--- config.mk ---
export PLATFORM = sky130hd
export DESIGN_NAME = ccu_unit
export DESIGN_NICKNAME = d
export VERILOG_FILES = /design/src/rtl/ccu_pkg.sv /design/src/rtl/ccu_prescaler.sv /design/src/rtl/ccu_sync.sv /design/src/rtl/ccu_unit.sv
export SDC_FILE = /design/constraint.sdc
export NUM_CORES = 1
export LEC_CHECK = 0
export BUFFER_PORTS_ARGS = -buffer_cell sky130_fd_sc_hd__buf_2
export CORE_ASPECT_RATIO = 1.2
export CORE_UTILIZATION = 30
export DETAILED_ROUTE_END_ITERATION = 6
export SYNTH_ARGS = -nofsm -noshare
export SYNTH_HDL_FRONTEND = slang
export SYNTH_SLANG_ARGS = --single-unit
--- constraint.sdc ---
create_clock -name clk -period 3.5 [get_ports clk]
set_input_delay 0.7 -clock clk [delete_from_list [all_inputs] [get_ports clk]]
set_output_delay 0.7 -clock clk [all_outputs]
set_load 0.02 [all_outputs]
--- src/rtl/ccu_pkg.sv ---
package ccu_pkg;

  // ==========================================================
  // Register map (byte addresses on the APB side)
  localparam logic [7:0] OFS_CONTROL = 8'h00;
  localparam logic [7:0] OFS_DATA_LOW = 8'h04;
  localparam logic [7:0] OFS_DATA_HIGH = 8'h08;
  localparam logic [7:0] OFS_CONFIG = 8'h0c;
  localparam logic [7:0] OFS_STATUS = 8'h10;

  // ==========================================================
  // Field positions
  localparam int MODE_LSB = 0;
  localparam int DUTY_LSB = 4;
  localparam int CFG_ASSIGN_LSB = 0;
  localparam int CFG_ALT_BIT = 2;
  localparam int STAT_FLAG_BIT = 0;

  // ==========================================================
  // Reset values
  localparam logic [3:0] MODE_RST = 4'h0;
  localparam logic [1:0] DUTY_RST = 2'h0;
  localparam logic [7:0] DATA_RST = 8'h00;
  localparam logic [1:0] ASSIGN_RST = 2'h0;
  localparam logic ALT_SEL_RST = 1'b1;

  // ==========================================================
  // Capture prescaler terminal counts
  localparam logic [3:0] PRE_EVERY_LAST = 4'h0;
  localparam logic [3:0] PRE_4TH_LAST = 4'h3;
  localparam logic [3:0] PRE_16TH_LAST = 4'hf;

  // ==========================================================
  // Mode select codes
  typedef enum logic [3:0] {
    CCU_MODE_OFF = 4'b0000,
    CCU_MODE_RSVD1 = 4'b0001,
    CCU_MODE_TOGGLE = 4'b0010,
    CCU_MODE_RSVD3 = 4'b0011,
    CCU_MODE_CAP_FALL = 4'b0100,
    CCU_MODE_CAP_RISE = 4'b0101,
    CCU_MODE_CAP_RISE4 = 4'b0110,
    CCU_MODE_CAP_RISE16 = 4'b0111,
    CCU_MODE_CMP_SET = 4'b1000,
    CCU_MODE_CMP_CLR = 4'b1001,
    CCU_MODE_CMP_SOFT = 4'b1010,
    CCU_MODE_CMP_EVENT = 4'b1011,
    CCU_MODE_PWM0 = 4'b1100,
    CCU_MODE_PWM1 = 4'b1101,
    CCU_MODE_PWM2 = 4'b1110,
    CCU_MODE_PWM3 = 4'b1111
  } ccu_mode_t;

  // Time base in use
  typedef enum logic [1:0] {
    CCU_TB_FIRST = 2'b00,
    CCU_TB_SECOND = 2'b01,
    CCU_TB_THIRD = 2'b10
  } ccu_timebase_t;

  // Pin drive toward the pad
  typedef struct packed {
    logic o;
    logic oe;
  } ccu_pin_drive_t;

  // One-cycle special event pulses
  typedef struct packed {
    logic first_timer_reset;
    logic third_timer_reset;
    logic converter_start;
  } ccu_event_t;

endpackage

--- src/rtl/ccu_prescaler.sv ---
module ccu_prescaler #(
  parameter int W = 4
) (
  // Clock and reset
  input wire logic clk,
  input wire logic srst,
  // Control
  input wire logic clear,
  input wire logic tick,
  input wire logic [W-1:0] last,
  // Qualified event
  output logic fire
);

  logic [W-1:0] cnt;

  // A count above the new terminal fires on the next tick: keeps switching glitch-free
  assign fire = tick & ~clear & (cnt >= last);

  // Edge counter, held across prescaler changes, cleared by clear, by srst and after each fire
  always_ff @(posedge clk) begin
    if (srst || clear) begin
      cnt <= '0;
    end else if (fire) begin
      cnt <= '0;
    end else if (tick) begin
      cnt <= W'(cnt + 1'b1);
    end
  end

endmodule

--- src/rtl/ccu_sync.sv ---
module ccu_sync (
  // Clock and reset
  input wire logic clk,
  input wire logic srst,
  // Raw level and its synchronised view
  input wire logic din,
  output logic level,
  output logic rise,
  output logic fall
);

  logic meta;
  logic prev;

  // ==========================================================
  // Two-flop synchroniser; only level is looked at by the edge logic
  always_ff @(posedge clk) begin
    if (srst) begin
      meta <= 1'b0;
      level <= 1'b0;
      prev <= 1'b0;
    end else begin
      meta <= din;
      level <= meta;
      prev <= level;
    end
  end

  // Edges from synchronised samples only
  assign rise = level & ~prev;
  assign fall = ~level & prev;

endmodule

--- src/rtl/ccu_unit.sv ---
module ccu_unit #(
  parameter logic IS_SECOND = 1'b0,
  parameter int TIMER_W = 16
) (
  // Clock and reset
  input wire logic clk,
  input wire logic srst,
  // APB slave
  input wire logic psel,
  input wire logic penable,
  input wire logic pwrite,
  input wire logic [7:0] paddr,
  input wire logic [31:0] pwdata,
  input wire logic [3:0] pstrb,
  output logic [31:0] prdata,
  output logic pready,
  output logic pslverr,
  // Shared timers
  input wire logic [TIMER_W-1:0] first_timer,
  input wire logic [TIMER_W-1:0] third_timer,
  // Default pin
  input wire logic default_pin_in,
  input wire logic default_port_latch,
  input wire logic default_pin_direction_bit,
  output ccu_pkg::ccu_pin_drive_t default_pin,
  // Alternate pin
  input wire logic alternate_pin_in,
  input wire logic alternate_port_latch,
  input wire logic alternate_pin_direction_bit,
  output ccu_pkg::ccu_pin_drive_t alternate_pin,
  // Status toward the rest of the chip
  output logic unit_event_flag,
  output logic pwm_mode,
  output logic [9:0] duty_value,
  output ccu_pkg::ccu_timebase_t time_base,
  output ccu_pkg::ccu_event_t special_event
);

  // ==========================================================
  // Registers
  ccu_pkg::ccu_mode_t mode_select_field;
  ccu_pkg::ccu_mode_t prev_mode;
  logic [1:0] duty_low_bits;
  logic [7:0] unit_data_low;
  logic [7:0] unit_data_high;
  logic [1:0] timer_assignment_bits;
  logic alternate_pin_select;
  logic compare_latch;
  logic match_prev;

  // ==========================================================
  // Decoded mode
  logic is_capture;
  logic is_compare;
  logic drives_pin;
  logic mode_changed;
  logic [TIMER_W-1:0] tb_value;
  logic [15:0] unit_data_register;
  logic match_now;
  logic match_pulse;
  logic capture_fire;
  logic event_pulse;

  assign unit_data_register = {unit_data_high, unit_data_low};
  assign is_capture = (mode_select_field[3:2] == 2'b01);
  assign is_compare = (mode_select_field == ccu_pkg::CCU_MODE_TOGGLE) ||
                      (mode_select_field[3:2] == 2'b10);
  assign pwm_mode = (mode_select_field[3:2] == 2'b11);
  assign mode_changed = (mode_select_field != prev_mode);
  // Reserved codes fall through every decode and leave the unit idle
  assign drives_pin = (mode_select_field == ccu_pkg::CCU_MODE_TOGGLE) ||
                      (mode_select_field == ccu_pkg::CCU_MODE_CMP_SET) ||
                      (mode_select_field == ccu_pkg::CCU_MODE_CMP_CLR);

  // ==========================================================
  // Time base selection
  always_comb begin
    if (pwm_mode) begin
      time_base = ccu_pkg::CCU_TB_SECOND;
    end else if (timer_assignment_bits[1]) begin
      time_base = ccu_pkg::CCU_TB_THIRD;
    end else if (timer_assignment_bits[0] && IS_SECOND) begin
      time_base = ccu_pkg::CCU_TB_THIRD;
    end else begin
      time_base = ccu_pkg::CCU_TB_FIRST;
    end
  end

  // The timer must be clock-synchronous; an async counter here is not handled
  assign tb_value = (time_base == ccu_pkg::CCU_TB_THIRD) ? third_timer : first_timer;

  // ==========================================================
  // Pin routing and edge sensing
  logic use_alternate;
  logic sense_raw;
  logic sense_level;
  logic pin_rise;
  logic pin_fall;
  logic active_latch;

  assign use_alternate = IS_SECOND && !alternate_pin_select;
  // Read back the pad itself, so a port write on an output pin still counts
  assign sense_raw = use_alternate ? alternate_pin_in : default_pin_in;

  ccu_sync u_sync (
    .clk(clk),
    .srst(srst),
    .din(sense_raw),
    .level(sense_level),
    .rise(pin_rise),
    .fall(pin_fall)
  );

  // ==========================================================
  // Capture prescaler
  logic pre_tick;
  logic [3:0] pre_last;

  always_comb begin
    pre_tick = 1'b0;
    pre_last = ccu_pkg::PRE_EVERY_LAST;
    case (mode_select_field)
      ccu_pkg::CCU_MODE_CAP_FALL: begin
        pre_tick = pin_fall;
      end
      ccu_pkg::CCU_MODE_CAP_RISE: begin
        pre_tick = pin_rise;
      end
      ccu_pkg::CCU_MODE_CAP_RISE4: begin
        pre_tick = pin_rise;
        pre_last = ccu_pkg::PRE_4TH_LAST;
      end
      ccu_pkg::CCU_MODE_CAP_RISE16: begin
        pre_tick = pin_rise;
        pre_last = ccu_pkg::PRE_16TH_LAST;
      end
      default: begin
        pre_tick = 1'b0;
        pre_last = ccu_pkg::PRE_EVERY_LAST;
      end
    endcase
  end

  // Clear only outside capture; a change between capture codes keeps the count
  ccu_prescaler #(
    .W(4)
  ) u_prescaler (
    .clk(clk),
    .srst(srst),
    .clear(!is_capture),
    .tick(pre_tick),
    .last(pre_last),
    .fire(capture_fire)
  );

  // ==========================================================
  // Compare match, one pulse per match episode
  assign match_now = is_compare && (unit_data_register == tb_value[15:0]);
  assign match_pulse = match_now && !match_prev;
  assign event_pulse = match_pulse && (mode_select_field == ccu_pkg::CCU_MODE_CMP_EVENT);

  always_ff @(posedge clk) begin
    if (srst || !is_compare) begin
      match_prev <= 1'b0;
    end else begin
      match_prev <= match_now;
    end
  end

  // Mode history for detecting entry into a compare mode
  always_ff @(posedge clk) begin
    if (srst) begin
      prev_mode <= ccu_pkg::CCU_MODE_OFF;
    end else begin
      prev_mode <= mode_select_field;
    end
  end

  // ==========================================================
  // Compare output latch
  always_ff @(posedge clk) begin
    if (srst) begin
      compare_latch <= 1'b0;
    end else begin
      case (mode_select_field)
        ccu_pkg::CCU_MODE_OFF: begin
          compare_latch <= 1'b0;
        end
        ccu_pkg::CCU_MODE_TOGGLE: begin
          if (match_pulse) begin
            compare_latch <= ~compare_latch;
          end
        end
        ccu_pkg::CCU_MODE_CMP_SET: begin
          if (mode_changed) begin
            compare_latch <= 1'b0;
          end else if (match_pulse) begin
            compare_latch <= 1'b1;
          end
        end
        ccu_pkg::CCU_MODE_CMP_CLR: begin
          if (mode_changed) begin
            compare_latch <= 1'b1;
          end else if (match_pulse) begin
            compare_latch <= 1'b0;
          end
        end
        default: begin
          compare_latch <= compare_latch;
        end
      endcase
    end
  end

  // ==========================================================
  // Pad drive: the toggle, set and clear compare modes own the active pin, otherwise the port latch does
  assign active_latch = use_alternate ? alternate_port_latch : default_port_latch;

  always_comb begin
    default_pin.oe = ~default_pin_direction_bit;
    alternate_pin.oe = ~alternate_pin_direction_bit;
    default_pin.o = default_port_latch;
    alternate_pin.o = alternate_port_latch;
    if (use_alternate) begin
      alternate_pin.o = drives_pin ? compare_latch : active_latch;
    end else begin
      default_pin.o = drives_pin ? compare_latch : active_latch;
    end
  end

  // ==========================================================
  // Special event pulses, registered
  always_ff @(posedge clk) begin
    if (srst) begin
      special_event <= '0;
    end else begin
      special_event.first_timer_reset <= event_pulse &&
                                         (time_base == ccu_pkg::CCU_TB_FIRST);
      special_event.third_timer_reset <= event_pulse &&
                                         (time_base == ccu_pkg::CCU_TB_THIRD);
      special_event.converter_start <= event_pulse && IS_SECOND;
    end
  end

  // ==========================================================
  // APB decode
  logic setup;
  logic access;
  logic wr;
  logic mapped;
  logic lane0;

  assign setup = psel && !penable;
  assign access = psel && penable;
  assign lane0 = pstrb[0];
  assign wr = access && pwrite && lane0;
  assign mapped = (paddr == ccu_pkg::OFS_CONTROL) || (paddr == ccu_pkg::OFS_DATA_LOW) ||
                  (paddr == ccu_pkg::OFS_DATA_HIGH) || (paddr == ccu_pkg::OFS_CONFIG) ||
                  (paddr == ccu_pkg::OFS_STATUS);
  // Zero-wait slave; unmapped addresses answer with an error
  assign pready = 1'b1;
  assign pslverr = access && !mapped;

  // Control register
  always_ff @(posedge clk) begin
    if (srst) begin
      mode_select_field <= ccu_pkg::ccu_mode_t'(ccu_pkg::MODE_RST);
      duty_low_bits <= ccu_pkg::DUTY_RST;
    end else if (wr && (paddr == ccu_pkg::OFS_CONTROL)) begin
      mode_select_field <= ccu_pkg::ccu_mode_t'(pwdata[ccu_pkg::MODE_LSB +: 4]);
      duty_low_bits <= pwdata[ccu_pkg::DUTY_LSB +: 2];
    end
  end

  assign duty_value = {unit_data_low, duty_low_bits};

  // Data bytes; a capture in the same cycle beats a software write
  always_ff @(posedge clk) begin
    if (srst) begin
      unit_data_low <= ccu_pkg::DATA_RST;
      unit_data_high <= ccu_pkg::DATA_RST;
    end else if (capture_fire) begin
      unit_data_low <= tb_value[7:0];
      unit_data_high <= tb_value[15:8];
    end else if (wr && (paddr == ccu_pkg::OFS_DATA_LOW)) begin
      unit_data_low <= pwdata[7:0];
    end else if (wr && (paddr == ccu_pkg::OFS_DATA_HIGH)) begin
      unit_data_high <= pwdata[7:0];
    end
  end

  // Configuration: timer assignment and second-unit pin select
  always_ff @(posedge clk) begin
    if (srst) begin
      timer_assignment_bits <= ccu_pkg::ASSIGN_RST;
      alternate_pin_select <= ccu_pkg::ALT_SEL_RST;
    end else if (wr && (paddr == ccu_pkg::OFS_CONFIG)) begin
      timer_assignment_bits <= pwdata[ccu_pkg::CFG_ASSIGN_LSB +: 2];
      alternate_pin_select <= pwdata[ccu_pkg::CFG_ALT_BIT];
    end
  end

  // Event flag: write one to clear, a new event in the same cycle wins
  always_ff @(posedge clk) begin
    if (srst) begin
      unit_event_flag <= 1'b0;
    end else if (capture_fire || match_pulse) begin
      unit_event_flag <= 1'b1;
    end else if (wr && (paddr == ccu_pkg::OFS_STATUS) && pwdata[ccu_pkg::STAT_FLAG_BIT]) begin
      unit_event_flag <= 1'b0;
    end
  end

  // ==========================================================
  // Read data, sampled in the setup cycle and held through the access
  always_ff @(posedge clk) begin
    if (srst) begin
      prdata <= '0;
    end else if (setup) begin
      case (paddr)
        ccu_pkg::OFS_CONTROL: begin
          prdata <= {24'h000000, 2'b00, duty_low_bits, mode_select_field};
        end
        ccu_pkg::OFS_DATA_LOW: begin
          prdata <= {24'h000000, unit_data_low};
        end
        ccu_pkg::OFS_DATA_HIGH: begin
          prdata <= {24'h000000, unit_data_high};
        end
        ccu_pkg::OFS_CONFIG: begin
          prdata <= {29'h0, alternate_pin_select, timer_assignment_bits};
        end
        ccu_pkg::OFS_STATUS: begin
          prdata <= {30'h0, sense_level, unit_event_flag};
        end
        default: begin
          prdata <= '0;
        end
      endcase
    end
  end

endmodule
==> out/metrics.cfg, run 1 <==
[pwr]
peakVddDrop_mv = 0.268
power.leakage_nw = 1.56
p_int_w = 0.000964
pwr-share-seq = 0.447
power_density_mw_per_mm2 = 340
clkPwrFrac = 0.449
p_sw_frac = 0.232
pwr-share-comb = 0.103
p_switching_w = 0.000291

[sta]
rsz0062_at_grt = false
hold_viol = 0
fin_crit_sh = 0.852
setup_ws_ns = 0.516
period_needed_ns = 2.98
max_slew_margin = 0.658
finClkSkew_ns = 0.00477
fin_tns_setup_ns = 0
setup_violations = 0
worstMarginPinSlew_ns = 0.508
fmaxAchievable_ghz = 0.335
drv_slew = 0

[final_layout]
multi_input_area_sq_mm = 0.00186
layout-drive-gt1-share = 0.287
antenna_cells = 0
fin_area_sq_mm = 0.00369
finalNonFillerCells = 565
finalNetCount = 530
synthToLayoutAreaGrowth_pct = 17.6
seqCellArea_sq_um = 981
num-fill-cells = 1090

[synth]
yosys.area_share.simple = 0.192
synth_warnings = 0
syn_avg_cell_area_sq_um = 8.56
synthAdderAreaFrac = 0.0199
syn-cell-area_sq_mm = 0.00314
ys.flop_type = dfxtp_1
ys_async_sr_fraction = 0
synthMuxAreaShare = 0.161
synth_cells = 367
synth_top_family_by_area = simple AND/OR/NAND/NOR gates
synthXorXnorAreaFrac = 0.0502
synth_cell_types = 52
ys_seq_area_frac = 0.312
synth-edff-count = 0
synth_compound_area_frac = 0.137
ys_ff_latch = 49

[place]
io_buffer_count = 85
hpwl_microns = 6340
dp_cells = 557
postPlaceCellArea_sq_mm = 0.00352
gp_congestion = 0.868
pre_cts_slack_ns = 0.581

[clock_tree]
cts_tree = built
holdBufCountCts = 0
ctsResizeCount = 0
root_buffer = clkbuf_16
cts_buffers = 5
clkTransAtPathRegs_ns = 0.07
clock-sinks = 49
htree_levels = 2
postCtsSetupBuffers = 0
clk_path_buf_depth = 2
clkLatencyLatePin_ns = 0.29

[setup_path]
worstPathRequired_ns = 3.67
worst_ep_arrival_time_ns = 3.15
critPathKind = flop to flop
rrSetupSlack_ns = 0.52
path_cells = and2_4 > nand2b_1 > inv_4 > mux2i_4 > xnor2_1 > a221oi_1 > nand4_1 > or3_4 > nor4_1
critPathMaxStageDelay_ns = 0.44
timing.rr.end = special_event[2]
reg2reg_depth = 9
cp_max_fo = 22
end_kind = flop
worst_r2r_startpoint = mode_select_field[3]
worst_setup_path_start_kind = flop
crit_slowest_cell = or3_4

[die]
rows = 40
initial_utilization = 0.311
io_pins = 142
die_h_microns = 114
core-area_sq_mm = 0.0101
die_area_sq_mm = 0.0109
fp.dieW_microns = 95.4

[hold_path]
hold_depth = 2
worst_hold_path.endpoint = prdata[5]
hp-start = prdata[5]
hp-class = flop to flop

[run_status]
outcome = finished clean

[global_routing]
track_usage = 0.158
grt_max_degree = 35
grt_pass1_vias = 2786
overflow = 0
antenna_found_initial = 0
grt_pass1_wl_microns = 13500

[drt]
drc_errors = 0
drt-initial-drc-count = 105
vias = 2785
viasPerCell = 4.93
wl_per_cell_microns = 14.7
ant_nets = 0
wl_microns = 8300
dr.pass1.iters = 5

[run]
cap_viol_max_count = 0

metal layers:
metal / track usage / share of wire / vias up
met3: 0.0292 / 0.053 / 14
met4: 0.0607 / 0.022 / 0
met1: 0.193 / 0.42 / 1301
li1: - / - / 1366
met2: 0.271 / 0.51 / 104
met5: 0 / 0 / -
power groups by stage:
stage	registers (W)	clock network [W]	logic, W
floorplan	0.000575	0	0.0000977
global placement	0.000574	0	0.000128
detailed placement	0.000574	0	0.000130
CTS	0.000561	0.000570	0.000130
global route	0.000561	0.000592	0.000143
finish	0.000561	0.000564	0.000130
layout by cell type (no fill, tap or decap), types with 2 or more instances in the layout:
cell	synthesis	routed
nor2_1	40	40
nand4_1	4	4
mux4_2	3	3
a311oi_1	4	4
a221oi_1	4	4
or4_1	2	2
a21oi_1	17	17
nand2_1	28	28
xnor2_1	14	14
a22o_1	2	2
conb_1	2	26
clkbuf_16	0	5
mux2_2	16	16
inv_1	15	15
a21o_1	2	2
nor3b_1	2	2
o211ai_1	2	2
buf_4	28	5
o21ai_0	5	5
and3_1	4	4
o31ai_1	2	2
nand2b_1	5	5
dfxtp_1	49	49
buf_2	0	85
a31oi_1	2	2
and2_1	5	5
o22ai_1	4	4
a211oi_1	12	12
xor2_1	4	4
ha_1	5	5
a22oi_1	2	2
nand3_1	6	6
mux2i_1	22	22
nor3_1	7	7
nor2b_1	11	10
synthesized netlist by cell type, types with 4 or more instances:
master    number  area share
mux2_2        16       0.057
o21ai_0        5      0.0080
clkbuf_1      16       0.019
o22ai_1        4      0.0080
a311oi_1       4       0.011
xor2_1         4       0.011
nand4_1        4      0.0080
nor3_1         7       0.011
xnor2_1       14       0.039
nand3_1        6      0.0096
nand2_1       28       0.033
nand2b_1       5       0.010
a21oi_1       17       0.027
nor2_1        40       0.048
and2_1         5       0.010
mux2i_1       22       0.070
ha_1           5       0.020
dfxtp_1       49        0.31
and3_1         4      0.0080
a211oi_1      12       0.029
nor2b_1       11       0.022
a221oi_1       4       0.011
buf_4         28       0.067
inv_1         15       0.018
flip-flops by register name, indices dropped and copies added, names as in the netlist:
name	flops
alternate_pin_select	1
compare_latch	1
duty_low_bits	2
match_prev	1
mode_select_field	4
prdata	8
prev_mode	4
special_event	2
timer_assignment_bits	2
u_prescaler.cnt	4
u_sync.level	1
u_sync.meta	1
u_sync.prev	1
unit_data_high	8
unit_data_low	8
unit_event_flag	1
layout make-up:
cell class,count,area share
Clock buffer,7,0.0386
Clock inverter,1,0.00813
Inverter,16,0.0169
Multi-Input combinational cell,276,0.503
Sequential cell,49,0.265
Tap cell,126,0.0427
Timing Repair Buffer,90,0.125
worst max-delay path by stage:
stage / startpoint / endpoint / cells past startpoint
floorplan: paddr[0] / unit_data_low[3] / 8
global placement: mode_select_field[3] / special_event[2] / 9
detailed placement: mode_select_field[3] / special_event[2] / 9
CTS: mode_select_field[3] / special_event[2] / 9
global route: mode_select_field[3] / compare_latch / 10
finish: mode_select_field[3] / special_event[2] / 9
worst max-delay path: cells and delay by family, from the launching register on:
kind | cells | cell delay, ns
XOR/XNOR | 1 | 0.13
buffers and inverters | 1 | 0.27
flip-flops | 1 | 0.41
AND/OR/NAND/NOR | 5 | 1.38
multiplexers | 1 | 0.31
AO/OA/AOI/OAI | 1 | 0.33
stage by stage:
step	util	hold WS, ns	total power (W)
final	0.365	0.450	0.00125
after detailed placement	0.348	0.430	0.000704
after global routing	0.365	0.470	0.00130
after floorplan	-	0.414	0.000673
after CTS	0.365	0.453	0.00126
after global placement	0.348	0.433	0.000702
cell families (layout without fill, tap and decap cells):
kind of cell	after synthesis	after routing
buf+inv	66	114
flops	49	49
simple gates	122	122
xor+xnor	18	18
compound gates	62	62
fa+ha+maj	5	5
other cells	2	26
mux	43	43
Note: power is estimated with default switching activity, not from simulation.
==> inputs of run 2 (changes only) <==
--- a/config.mk
+++ b/config.mk
@@ -5,6 +5,7 @@
 export SDC_FILE = /design/constraint.sdc
 export NUM_CORES = 1
 export LEC_CHECK = 0
+export ABC_AREA = 1
 export BUFFER_PORTS_ARGS = -buffer_cell sky130_fd_sc_hd__buf_2
 export CORE_ASPECT_RATIO = 1.2
 export CORE_UTILIZATION = 30
==> out/metrics.cfg, run 2 <==
[synth]
synth-edff-count = 0
synthTopCellsByCount = nand2_1, inv_1, dfxtp_1, nor2_1, nand3_1
synthTopCellsByArea = dfxtp_1, nand2_1, inv_1
synth_top_area_share = 0.291
synth_warnings = 0
synth_cell_types = 41
ys_ff_latch = 49
synth_most_common_cell = nand2_1
synth_cells = 528
ys.flop_type = dfxtp_1
yosys.area.top_type = dfxtp_1
syn_avg_cell_area_sq_um = 6.38
ys_seq_area_frac = 0.291
ys_async_sr_fraction = 0
syn-cell-area_sq_mm = 0.00337

[pwr]
clkPwrFrac = 0.412
power.leakage_nw = 2.06
p_sw_frac = 0.268
pwr-share-comb = 0.116
peakVddDrop_mv = 0.179
pwr-share-seq = 0.472
p_int_w = 0.000870
power_density_mw_per_mm2 = 306
p_total_w = 0.00119
p_switching_w = 0.000319

[setup_path]
critPathLaunch = mode_select_field[2]
worst_r2r_startpoint = mode_select_field[2]
endpoint = unit_data_low[7]
reg2reg_depth = 13
crit_cells = 13
critPathMaxStageDelay_ns = 0.43
crit_family = simple AND/OR/NAND/NOR gates
worst_ep_arrival_time_ns = 2.94
timing.rr.end = unit_data_low[7]
path_cells = inv_1 > nor2_4 > nand2_1 > ha_1 > inv_1 > nor2_1 > o211ai_1 > nand3_1 > nand2_2 > nand2_1 > o21ai_0 > o21ai_0 > inv_1
rrSetupSlack_ns = 0.80
crit_top_cell = inv_1
crit_slowest_cell = dfxtp_1
end_kind = flop
worst_setup_path_start_kind = flop
critPathKind = flop to flop
worstPathRequired_ns = 3.73
cp_max_fo = 17
crit_buf_inv = 3

[hold_path]
hp-start = u_sync.meta
hold_depth = 2
hp-class = flop to flop

[sta]
fmaxAchievable_ghz = 0.370
setup_ws_ns = 0.798
fin_crit_sh = 0.772
fin_tns_setup_ns = 0
rsz0062_at_grt = false
finClkSkew_ns = 0.00646
period_needed_ns = 2.70
worstMarginPinSlew_ns = 0.802
drv_slew = 0
hold_viol = 0
max_slew_margin = 0.465
setup_violations = 0

[final_layout]
layout-drive-gt1-share = 0.185
antenna_cells = 0
largestRegisters = prdata: 8 flops, unit_data_high: 8 flops, unit_data_low: 8 flops
layout_common_cells = nand2_1, buf_2, inv_1
final_common_cell = nand2_1
finalNetCount = 695
finalNonFillerCells = 736
synthToLayoutAreaGrowth_pct = 15.4

[clock_tree]
htree_levels = 2
postCtsSetupBuffers = 0
clk_path_buf_depth = 2
ctsResizeCount = 0
clkTransAtPathRegs_ns = 0.07
cts_tree = built
cts_buffers = 5
holdBufCountCts = 0
clkLatencyLatePin_ns = 0.29
clock-sinks = 49
root_buffer = clkbuf_16

[drt]
ant_nets = 0
wl_microns = 10200
dr.pass1.iters = 4
drt-initial-drc-count = 206
vias = 3598
drc_errors = 0
wl_per_cell_microns = 13.9
viasPerCell = 4.89

[die]
io_pins = 142
die_area_sq_mm = 0.0117
die_h_microns = 118
fp.dieW_microns = 98.7
rows = 42
core-area_sq_mm = 0.0110
initial_utilization = 0.307

[place]
hpwl_microns = 7990
io_buffer_count = 85
gp_congestion = 0.905
dp_cells = 728
pre_cts_slack_ns = 0.814

[global_routing]
grt_pass1_vias = 3433
grt_max_degree = 30
track_usage = 0.177
overflow = 0
antenna_found_initial = 0
grt_pass1_wl_microns = 16400

[run_status]
outcome = finished clean

[run]
cap_viol_max_count = 0

==> run 2: power groups by stage <==
stage                     Sequential [W]  Clock (W)  Combinational, W
final                           0.000561   0.000490          0.000138
after global routing            0.000561   0.000508          0.000154
after CTS                       0.000561   0.000496          0.000138
after detailed placement        0.000574          0          0.000138
after global placement          0.000574          0          0.000136
after floorplan                 0.000575          0          0.000105
==> run 2: worst min path at each step <==
stage / to / slack (ns)
after floorplan: u_sync.level / 0.39
after global placement: u_sync.level / 0.41
after detailed placement: u_sync.level / 0.40
after CTS: u_sync.level / 0.41
after global routing: u_sync.level / 0.46
final: u_sync.level / 0.41
==> run 2: logic make-up (layout without fill, tap and decap cells) <==
family,after synthesis,after routing,synth area share
compound gates,88,88,0.147
other cells,2,26,0.00223
buf+inv,128,180,0.190
xor+xnor,6,6,0.0156
fa+ha+maj,5,5,0.0186
flops,49,49,0.291
simple gates,250,250,0.336
==> run 2: tightest hold or removal path, delay by kind of cell (launching register included) <==
family	cells	cell delay, ns
simple gates	1	0.03
buf+inv	1	0.04
flops	1	0.30
==> run 2: final cells by class <==
class,instances,area [sq um]
Clock buffer,6,129
Clock inverter,2,15.0
Fill cell,1187,7090
Inverter,85,319
Multi-Input combinational cell,375,1840
Sequential cell,49,981
Tap cell,132,165
Timing Repair Buffer,87,440
==> run 2: stage by stage <==
stage          hold slack (ns)  cell area, sq um  utilization
2_1_floorplan            0.388              3460            -
3_3_place_gp             0.409              3740        0.341
3_5_place_dp             0.403              3740        0.341
4_1_cts                  0.412              3890        0.354
5_1_grt                  0.463              3890        0.354
6_report                 0.411              3890        0.354
==> run 2: per-layer routing <==
| layer | GRT usage | wire (microns) | share of wire | vias to the layer above |
|---|---|---|---|---|
| li1 | - | - | - | 1798 |
| met1 | 0.197 | 4340 | 0.43 | 1687 |
| met2 | 0.333 | 5200 | 0.51 | 90 |
| met3 | 0.0184 | 325 | 0.032 | 23 |
| met4 | 0.0774 | 324 | 0.032 | 0 |
| met5 | 0 | 0 | 0 | - |
